<file path="config.mk">
export PLATFORM = sky130hd
export DESIGN_NAME = sdram_dma_address_mux
export DESIGN_NICKNAME = d
export VERILOG_FILES = /design/src/verilog/sdram_mux_pkg.sv /design/src/verilog/sdram_dma_address_mux.sv
export SDC_FILE = /design/constraint.sdc
export NUM_CORES = 1
export LEC_CHECK = 0
export BUFFER_PORTS_ARGS = -buffer_cell sky130_fd_sc_hd__buf_2
export CAP_MARGIN = 0
export CORE_ASPECT_RATIO = 1.75
export CORE_MARGIN = 2
export CORE_UTILIZATION = 48
export CTS_CLUSTER_DIAMETER = 200
export CTS_CLUSTER_SIZE = 10
export DETAILED_ROUTE_END_ITERATION = 16
export PLACE_DENSITY_LB_ADDON = 0.05
export SYNTH_ARGS = -nofsm -noshare
export SYNTH_HDL_FRONTEND = slang
export SYNTH_SLANG_ARGS = --single-unit
</file>
<file path="constraint.sdc">
create_clock -name ref_clk -period 2.05 [get_ports ref_clk]
set_clock_uncertainty 0.05 [all_clocks]
set_input_delay 0.1025 -clock ref_clk [delete_from_list [all_inputs] [get_ports ref_clk]]
set_output_delay 0.1025 -clock ref_clk [all_outputs]
set_load 0.01 [all_outputs]
</file>
<file path="src/verilog/sdram_mux_pkg.sv">
// Package for the SDRAM DMA address and command multiplexer.
// Assumes a single 25 MHz clock domain and an Avalon-MM register master.
package sdram_mux_pkg;

   // ----------------------------------------------------------------
   // Register map (byte addresses, one aligned word each).
   // ----------------------------------------------------------------
   localparam int          REG_AW        = 4;        // Byte address width of the slave.
   localparam logic [3:0]  MEMCTL_OFF    = 4'h0;     // Memory controller control register.
   localparam logic [3:0]  SYSCTL_OFF    = 4'h4;     // System control register.
   localparam logic [3:0]  STATUS_OFF    = 4'h8;     // Block status register.
   localparam logic [3:0]  CHIPID_OFF    = 4'hc;     // Chip identity register.

   // ----------------------------------------------------------------
   // Field layout and reset values.
   // ----------------------------------------------------------------
   localparam int          MEMSEL_BIT    = 0;        // 1 = SDRAM attached, 0 = EDO DRAM.
   localparam int          WCODE_LSB     = 2;        // Row-address-width code, bits [4:2].
   localparam int          WCODE_W       = 3;        // Width of the row-address-width code.
   localparam int          DIRSTB_BIT    = 13;       // Direction strobe enable.
   localparam int          LEAK_BIT      = 0;        // Status: leaked column bit seen, write 1 to clear.
   localparam int          BUSY_BIT      = 1;        // Status: access in progress.
   localparam int          STATE_LSB     = 4;        // Status: current sequencer state.
   localparam logic        MEMSEL_RST    = 1'b1;     // SDRAM is assumed after reset.
   localparam logic [2:0]  WCODE_RST     = 3'h0;     // Narrowest organisation after reset.
   localparam logic [31:0] CHIP_ID       = 32'h0000_0a5e; // Arbitrary identity value.

   // ----------------------------------------------------------------
   // Width codes: code = (row + bank address bits) - 10.
   // ----------------------------------------------------------------
   localparam logic [2:0]  WC_10         = 3'h0;
   localparam logic [2:0]  WC_11         = 3'h1;
   localparam logic [2:0]  WC_12         = 3'h2;
   localparam logic [2:0]  WC_13         = 3'h3;
   localparam int          SEL_A20       = 20;       // System bit for widths 10, 14, 15.
   localparam int          SEL_A23       = 23;       // System bit for width 11.
   localparam int          SEL_A24       = 24;       // System bit for width 12.
   localparam int          SEL_A25       = 25;       // System bit for width 13.

   // ----------------------------------------------------------------
   // SDRAM address layout and commands {cs_n, ras_n, cas_n, we_n}.
   // ----------------------------------------------------------------
   localparam int          DMA_AW        = 26;       // DMA byte address width.
   localparam int          SA_W          = 13;       // SDRAM address pins.
   localparam int          A10_POS       = 10;       // Auto-precharge pin position.
   localparam int          COL_LSB       = 2;        // Column word address starts here.
   localparam int          COL_W         = 9;        // Column bits.
   localparam int          BA_LSB        = 11;       // Internal bank bits.
   localparam int          BA_W          = 2;
   localparam int          ROW_LSB       = 13;       // Row bits.
   localparam logic [3:0]  CMD_NOP       = 4'h7;
   localparam logic [3:0]  CMD_ACT       = 4'h3;
   localparam logic [3:0]  CMD_READ      = 4'h5;
   localparam logic [3:0]  CMD_WRITE     = 4'h4;
   localparam logic [3:0]  CMD_PRE       = 4'h2;
   localparam int          CNT_W         = 4;        // Width of the wait counter.

   // Sequencer states.
   typedef enum logic [2:0] {
      ST_IDLE = 3'b000,
      ST_RCD  = 3'b001,
      ST_COL  = 3'b010,
      ST_DATA = 3'b011,
      ST_PRE  = 3'b100,
      ST_RP   = 3'b101
   } seq_state_t;

endpackage : sdram_mux_pkg

</file>
<file path="src/verilog/sdram_dma_address_mux.sv">
// Address and command multiplexer for DMA accesses to SDRAM or EDO DRAM.
// Assumes a DMA engine on ref_clk that holds its request until done, SDRAM
// running from the same clock, and an Avalon-MM master for the registers.
//
// Local design decisions: the register addresses and register access over Avalon-MM.
`timescale 1ns/1ps

// Notes on behaviour
// - Rows closed only by explicit PRECHARGE when SDRAM is selected; in EDO mode a high A10 bit can auto-precharge.
// - A10 held low at SDRAM column time.
// - EDO address routing to A10 gated for SDRAM.
// - Width code in bits [4:2] forms addresses.
// - Widths 10, 14, 15 route A20.
// - Widths 11, 12, 13 route A23, A24, A25.
// - Active-low transceiver strobe enabled by bit 13.
// - Strobe low on SDRAM DMA reads, else high.
module sdram_dma_address_mux
   import sdram_mux_pkg::*;
#(
   parameter int RCD_CYC = 2,                  // Activate to column command, in cycles.
   parameter int CL_CYC  = 2,                  // Read latency, in cycles.
   parameter int WR_CYC  = 2,                  // Write recovery before precharge, in cycles.
   parameter int RP_CYC  = 2                   // Precharge to next activate, in cycles.
) (
   input  wire logic                ref_clk,      // 25 MHz clock.
   input  wire logic                arst_n,       // Asynchronous reset, active low.
   input  wire logic [REG_AW-1:0]   address,      // Avalon byte address.
   input  wire logic                read,         // Avalon read request.
   input  wire logic                write,        // Avalon write request.
   input  wire logic [31:0]         writedata,    // Avalon write data.
   input  wire logic [3:0]          byteenable,   // Avalon byte lanes.
   output logic      [31:0]         readdata,     // Avalon read data.
   output logic                     waitrequest,  // Avalon stall.
   input  wire logic                dmaReq,       // DMA access request, held until dmaDone.
   input  wire logic                dmaWrite,     // 1 = write, 0 = read.
   input  wire logic [DMA_AW-1:0]   dmaAddr,      // DMA byte address relative to bank base.
   output logic                     dmaDone,      // One-cycle pulse when the access ends.
   output logic                     sdramCsN,     // SDRAM chip select, active low.
   output logic                     sdramRasN,    // Row strobe, active low.
   output logic                     sdramCasN,    // Column strobe, active low.
   output logic                     sdramWeN,     // Write enable, active low.
   output logic      [SA_W-1:0]     sdramAddr,    // Multiplexed address pins.
   output logic      [BA_W-1:0]     sdramBa,      // Internal bank select.
   output logic                     xcvrDirStrobe_n // Transceiver direction strobe, active low.
);

   // ----------------------------------------------------------------
   // State of the block.
   // ----------------------------------------------------------------
   typedef struct packed {
      seq_state_t          st;        // Sequencer state.
      logic [CNT_W-1:0]    cnt;       // Wait counter.
      logic [DMA_AW-1:0]   addr;      // Latched DMA address.
      logic                wr;        // Latched direction.
      logic [WCODE_W-1:0]  wcode;     // Row-address-width code.
      logic                sdramSel;  // Attached memory is SDRAM.
      logic                dirEn;     // Direction strobe enable.
      logic                leakSeen;  // A high bit would have leaked onto A10.
      logic [3:0]          cmd;       // Registered command pins.
      logic [SA_W-1:0]     sa;        // Registered address pins.
      logic [BA_W-1:0]     ba;        // Registered bank pins.
      logic                dirN;      // Registered strobe.
      logic                done;      // Registered done pulse.
      logic                ack;       // Bus access answered this cycle.
      logic [31:0]         rdata;     // Registered read data.
   } regs_t;

   regs_t q;                           // Current state.
   regs_t d;                           // Next state.

   // Wait counts cut to the counter width.
   localparam logic [CNT_W-1:0] RCD_N = CNT_W'(RCD_CYC - 1);
   localparam logic [CNT_W-1:0] CL_N  = CNT_W'(CL_CYC);
   localparam logic [CNT_W-1:0] WR_N  = CNT_W'(WR_CYC);
   localparam logic [CNT_W-1:0] RP_N  = CNT_W'(RP_CYC - 1);

   logic       busReq;                 // A bus access is pending.
   logic       leakBit;                // System bit that the EDO path routes to A10.
   logic [31:0] readMux;               // Read data selected by address.

   // ----------------------------------------------------------------
   // Leaked bit selection from the width code.
   // ----------------------------------------------------------------
   // The code picks the high-order system bit that the EDO path puts on A10.
   always_comb begin
      unique case (q.wcode)
         WC_11:   leakBit = q.addr[SEL_A23];
         WC_12:   leakBit = q.addr[SEL_A24];
         WC_13:   leakBit = q.addr[SEL_A25];
         default: leakBit = q.addr[SEL_A20];
      endcase
   end

   // ----------------------------------------------------------------
   // Register read multiplexer.
   // ----------------------------------------------------------------
   // Unmapped offsets and reserved bits read as zero.
   always_comb begin
      readMux = 32'h0000_0000;
      unique case (address)
         MEMCTL_OFF: begin
            readMux[MEMSEL_BIT] = q.sdramSel;
            readMux[WCODE_LSB +: WCODE_W] = q.wcode;
         end
         SYSCTL_OFF: readMux[DIRSTB_BIT] = q.dirEn;
         STATUS_OFF: begin
            readMux[LEAK_BIT] = q.leakSeen;
            readMux[BUSY_BIT] = (q.st != ST_IDLE);
            readMux[STATE_LSB +: 3] = q.st;
         end
         CHIPID_OFF: readMux = CHIP_ID;
         default:    readMux = 32'h0000_0000;
      endcase
   end

   // ----------------------------------------------------------------
   // Next-state logic.
   // ----------------------------------------------------------------
   // Bus slave, sequencer and pin drive all decide here.
   always_comb begin
      d = q;
      d.done = 1'b0;
      d.cmd  = CMD_NOP;
      busReq = (read | write) & ~q.ack;
      // Every access is answered on the first edge after it rises.
      d.ack = busReq;
      if (busReq & read) begin
         d.rdata = readMux;
      end
      // Register writes with byte lanes.
      if (busReq & write) begin
         unique case (address)
            MEMCTL_OFF: begin
               if (byteenable[0]) begin
                  d.sdramSel = writedata[MEMSEL_BIT];
                  d.wcode    = writedata[WCODE_LSB +: WCODE_W];
               end
            end
            SYSCTL_OFF: begin
               if (byteenable[1]) begin
                  d.dirEn = writedata[DIRSTB_BIT];
               end
            end
            STATUS_OFF: begin
               if (byteenable[0] & writedata[LEAK_BIT]) begin
                  d.leakSeen = 1'b0;
               end
            end
            default: begin
               // Writes to read-only or unmapped words are dropped.
            end
         endcase
      end
      // Sequencer.
      unique case (q.st)
         ST_IDLE: begin
            // q.done is always low by ST_IDLE, so a request still held across dmaDone is taken again.
            if (dmaReq & ~q.done) begin
               d.addr = dmaAddr;
               d.wr   = dmaWrite;
               d.cmd  = CMD_ACT;
               d.sa   = dmaAddr[ROW_LSB +: SA_W];
               d.ba   = dmaAddr[BA_LSB +: BA_W];
               d.cnt  = RCD_N;
               d.st   = ST_RCD;
            end
         end
         ST_RCD: begin
            if (q.cnt != '0) begin
               d.cnt = q.cnt - 1'b1;
            end else begin
               d.st = ST_COL;
            end
         end
         ST_COL: begin
            // Column phase; A10 stays low for SDRAM, carries the bit for EDO.
            d.cmd = q.wr ? CMD_WRITE : CMD_READ;
            d.sa  = '0;
            d.sa[COL_W-1:0] = q.addr[COL_LSB +: COL_W];
            d.sa[A10_POS] = q.sdramSel ? 1'b0 : leakBit;
            if (leakBit) begin
               d.leakSeen = 1'b1;                                 // Set wins over clear.
            end
            d.dirN = ~(q.dirEn & ~q.wr & q.sdramSel);
            d.cnt  = q.wr ? WR_N : CL_N;
            d.st   = ST_DATA;
         end
         ST_DATA: begin
            if (q.cnt != '0) begin
               d.cnt = q.cnt - 1'b1;
            end else begin
               d.dirN = 1'b1;
               d.st   = ST_PRE;
            end
         end
         ST_PRE: begin
            // Explicit precharge closes the row once the burst is over.
            d.cmd  = CMD_PRE;
            d.sa   = '0;
            d.ba   = q.addr[BA_LSB +: BA_W];
            d.done = 1'b1;
            d.cnt  = RP_N;
            d.st   = ST_RP;
         end
         ST_RP: begin
            if (q.cnt != '0) begin
               d.cnt = q.cnt - 1'b1;
            end else begin
               d.st = ST_IDLE;
            end
         end
         default: d.st = ST_IDLE;
      endcase
      // Strobe is forced high whenever the enable is off.
      if (~q.dirEn) begin
         d.dirN = 1'b1;
      end
   end

   // ----------------------------------------------------------------
   // State register.
   // ----------------------------------------------------------------
   // All control state takes constants under reset.
   always_ff @(posedge ref_clk or negedge arst_n) begin
      if (!arst_n) begin
         q          <= '0;
         q.st       <= ST_IDLE;
         q.wcode    <= WCODE_RST;
         q.sdramSel <= MEMSEL_RST;
         q.cmd      <= CMD_NOP;
         q.dirN     <= 1'b1;
      end else begin
         q <= d;
      end
   end

   // ----------------------------------------------------------------
   // Outputs.
   // ----------------------------------------------------------------
   assign waitrequest     = busReq;
   assign readdata        = q.rdata;
   assign dmaDone         = q.done;
   assign sdramCsN        = q.cmd[3];
   assign sdramRasN       = q.cmd[2];
   assign sdramCasN       = q.cmd[1];
   assign sdramWeN        = q.cmd[0];
   assign sdramAddr       = q.sa;
   assign sdramBa         = q.ba;
   assign xcvrDirStrobe_n = q.dirN;

   // ----------------------------------------------------------------
   // Assertions.
   // ----------------------------------------------------------------
   logic colCmd;                       // A column command is on the pins.
   assign colCmd = (q.cmd == CMD_READ) || (q.cmd == CMD_WRITE);

   // Every column command is followed by an explicit precharge.
   a_explicit_precharge: assert property (
      @(posedge ref_clk) disable iff (!arst_n)
      colCmd |-> ##[1:16] (q.cmd == CMD_PRE))
      else $error("column command not followed by precharge");

   // SDRAM column commands never carry A10 high.
   a_a10_low_sdram: assert property (
      @(posedge ref_clk) disable iff (!arst_n)
      (colCmd && q.sdramSel) |-> (q.sa[A10_POS] == 1'b0))
      else $error("A10 high at SDRAM column time");

   // EDO column phase carries the selected bit on A10.
   a_edo_routing: assert property (
      @(posedge ref_clk) disable iff (!arst_n)
      (q.st == ST_COL && !q.sdramSel && !(read | write)) |=> (q.sa[A10_POS] == $past(leakBit)))
      else $error("EDO A10 routing wrong");

   // A width code write is seen in the register after the answer.
   a_width_code: assert property (
      @(posedge ref_clk) disable iff (!arst_n)
      (write && !q.ack && address == MEMCTL_OFF && byteenable[0])
      |=> (q.wcode == $past(writedata[WCODE_LSB +: WCODE_W])))
      else $error("width code not stored");

   // Widths 10, 14 and 15 select A20.
   a_a20_select: assert property (
      @(posedge ref_clk) disable iff (!arst_n)
      (q.wcode == WC_10 || q.wcode > WC_13) |-> (leakBit == q.addr[SEL_A20]))
      else $error("A20 not selected");

   // Widths 11, 12 and 13 select A23, A24 and A25.
   a_high_select: assert property (
      @(posedge ref_clk) disable iff (!arst_n)
      (q.wcode == WC_11 |-> leakBit == q.addr[SEL_A23]) and
      (q.wcode == WC_12 |-> leakBit == q.addr[SEL_A24]) and
      (q.wcode == WC_13 |-> leakBit == q.addr[SEL_A25]))
      else $error("high address bit not selected");

   // Enabled strobe goes low with an SDRAM read command.
   a_strobe_read: assert property (
      @(posedge ref_clk) disable iff (!arst_n)
      (q.cmd == CMD_READ && q.sdramSel && $past(q.dirEn)) |-> !xcvrDirStrobe_n)
      else $error("strobe not low on read");

   // Disabled strobe stays high.
   a_strobe_idle: assert property (
      @(posedge ref_clk) disable iff (!arst_n)
      $past(!q.dirEn) |-> xcvrDirStrobe_n)
      else $error("strobe low while disabled");

endmodule : sdram_dma_address_mux

</file>
==> results.txt <==
outcome: finished clean
Sink Count: 59
initial antenna violation count: 0
Die Footprint: 6762 sq um
fmax: 574.5 MHz
Ys Warns: 0
setup TNS: 0 ps
Placed Area: 3097 sq um
pin count of the biggest net entering global routing: 60
Max Cap Viol: 0
core area: 5879 sq um
Post-CTS Setup Repair Bufs: 0
IO Pins: 126
Max IR drop VDD: 731.1 uV
Total GRT Usage: 18.75%
top-count cell post-synth: dfrtp_1
initial drt markers: 107
vias in the first global route: 2043
Cell Pwr Density: 1234 nW/um^2
Synth area leader: dfrtp_1
CP max FO: 2
Post-CTS Hold Buffers: 33
die width: 63.03 um
num rows: 37
Startpoint Class: primary input
cts bufs inserted: 9
Distinct cells, synth: 47
FF+latch count, synth: 59
Antenna Violating Nets Remaining: 0
Req. time, crit path: 1900 ps
vias per cell: 4.855
largest family of logic cells by synthesized area: buffers and inverters
PortBufs: 71
first-pass GRT wire length: 9.660 mm
total routed wirelength: 5.883 mm
Residual DRC: 0
clock root cell: clkbuf_8
Leak Pwr: 0.001784 uW
Final Hold Fails: 0
critical path data arrival time: 1590 ps
simple-gate share of the synthesized area: 11.03%
Cells after Synth: 267
Setup CP Type: primary input to primary output
Hold Slack: 52.29 ps
initial core utilization: 49.78%
Clock transition at path regs: 60 ps
grt ovf: 0
CP Capture Type: primary output
DPL Wire Length: 3.952 mm
compound-cell area share of the yosys netlist: 11.24%
Synth area leaders: dfrtp_1, buf_4, mux2_2
Tmin final: 1741 ps
worst-margin pin slew: 503.5 ps
final net count: 424
DIE HEIGHT: 107.3 um
adder-cell area share of the yosys netlist: 0.8551%
synth cell count leaders: dfrtp_1, buf_4, nand2_1
Syn Area/Cell: 10.96 sq um
CTS Buffer Depth: 2
drt pass-1 iters: 4
final instance area: 3600 sq um
CTS tree: yes
Synth Flop Type: dfrtp_1
via count: 2102
Hold/Removal Path Class: primary input to flop
cts repair resizes: 0
top cell type's share of synthesized area: 46.17%
GPL Wtd Cong: 0.7412
Post-synth EDFFs: 0
Slew Viols, Final: 0
xor and xnor area share after synthesis: 0.8978%
post-synthesis async set-or-reset flop share: 100.0%
Routed wire per std cell: 13.59 um
synth-to-layout area growth: 23.00%
unrepaired setup endpoints after global routing: no
post-synthesis sequential area ratio: 50.66%
final count of negative-setup-slack endpoints: 0
layout cells sized above 1: 33.52%
relative slew slack: 66.44%
number of H-tree levels: 3
# diodes: 0
clk_lat worst skew: 330 ps
fin crit share: 84.91%
mux contribution to synthesized area: 8.764%
synthesized cell area: 2927 sq um
## sequential cells by signal, indices dropped and copies added (netlist names)
register         cells
readdata             9
xcvrDirStrobe_n      1
sdramAddr           13
sdramBa              2
dmaDone              1
sdramRasN            1
sdramCasN            1
sdramWeN             1
q                   30
## layout by cell type (no fill, tap or decap), types with 3 or more instances in the layout
cell type and instances:
conb_1 23, buf_4 3, o31ai_1 4, clkbuf_1 3
o21ai_0 9, a222oi_1 8, nand2_1 23, nor2_1 15
clkbuf_8 11, inv_1 14, a22o_1 3, a21oi_1 9
mux2_2 20, dlygate4sd3_1 33, nand3_1 4, dfstp_2 5
buf_2 71, dfrtp_1 54
## worst paths after layout
kind / from / to / slack [ps] / depth (start not counted)
worst max-delay path: read / waitrequest / 310 / 6
worst min-delay path: address[3] / readdata[11]$_DFFE_PN0P_ / 50 / 3
worst max register to register: q[87]$_DFFE_PN0P_ / q[88]$_DFFE_PN0P_ / 320 / 6
worst min register to register: q[55]$_DFFE_PN0P_ / xcvrDirStrobe_n$_DFFE_PN1P_ / 390 / 1
max in group asynchronous: arst_n / q[56]$_DFFE_PN1P_ / 1380 / 3
min in group asynchronous: arst_n / readdata[13]$_DFFE_PN0P_ / 260 / 3
## critical path, stage by stage
cell and delay (ps):
dlygate4sd3_1 530, buf_2 130, nor2_1 80, dlygate4sd3_1 560, nor2_1 50, buf_2 140
## power breakdown
group	internal [uW]	switching (uW)
Sequential	1620	331
Combinational	794	778
Clock	502	419
## layout make-up
class                           instances  area [sq um]
Fill cell                             515          2280
Sequential cell                        59          1483
Multi-Input combinational cell        157          1046
Timing Repair Buffer                  109         748.2
Clock buffer                           14         162.7
Tap cell                               78         97.59
Inverter                               14         52.55
Clock inverter                          2         10.01
## routing by layer
layer  up-vias  track usage [%]  part of all wire, %
met1       999            21.43                   40
li1       1024                -                    -
met4         0            10.48                  1.8
met5         -                0                    0
met2        72            30.70                   52
met3         7            6.067                  6.1
## cell families (layout without fill, tap and decap cells)
logic type                 after synthesis  in the layout
other                                    1             23
buffers and inverters                   73            139
and+or+nand+nor                         62             62
AOI/OAI and AO/OA                       44             44
xor gates and xnor gates                 3              3
adders and majority gates                2              2
muxes                                   23             23
DFF                                     59             59
## stage by stage
stage               power, uW  cells  setup slack [ps]  utilization (%)
global route             4773    433             205.6            61.23
global placement         3466    384             324.4            52.67
detailed placement       3508    384             316.6            52.67
floorplan                3254    289             455.5                -
finish                   4441    433             309.3            61.23
CTS                      4505    433             311.4            61.23
Note: power is estimated with default switching activity, not from simulation.
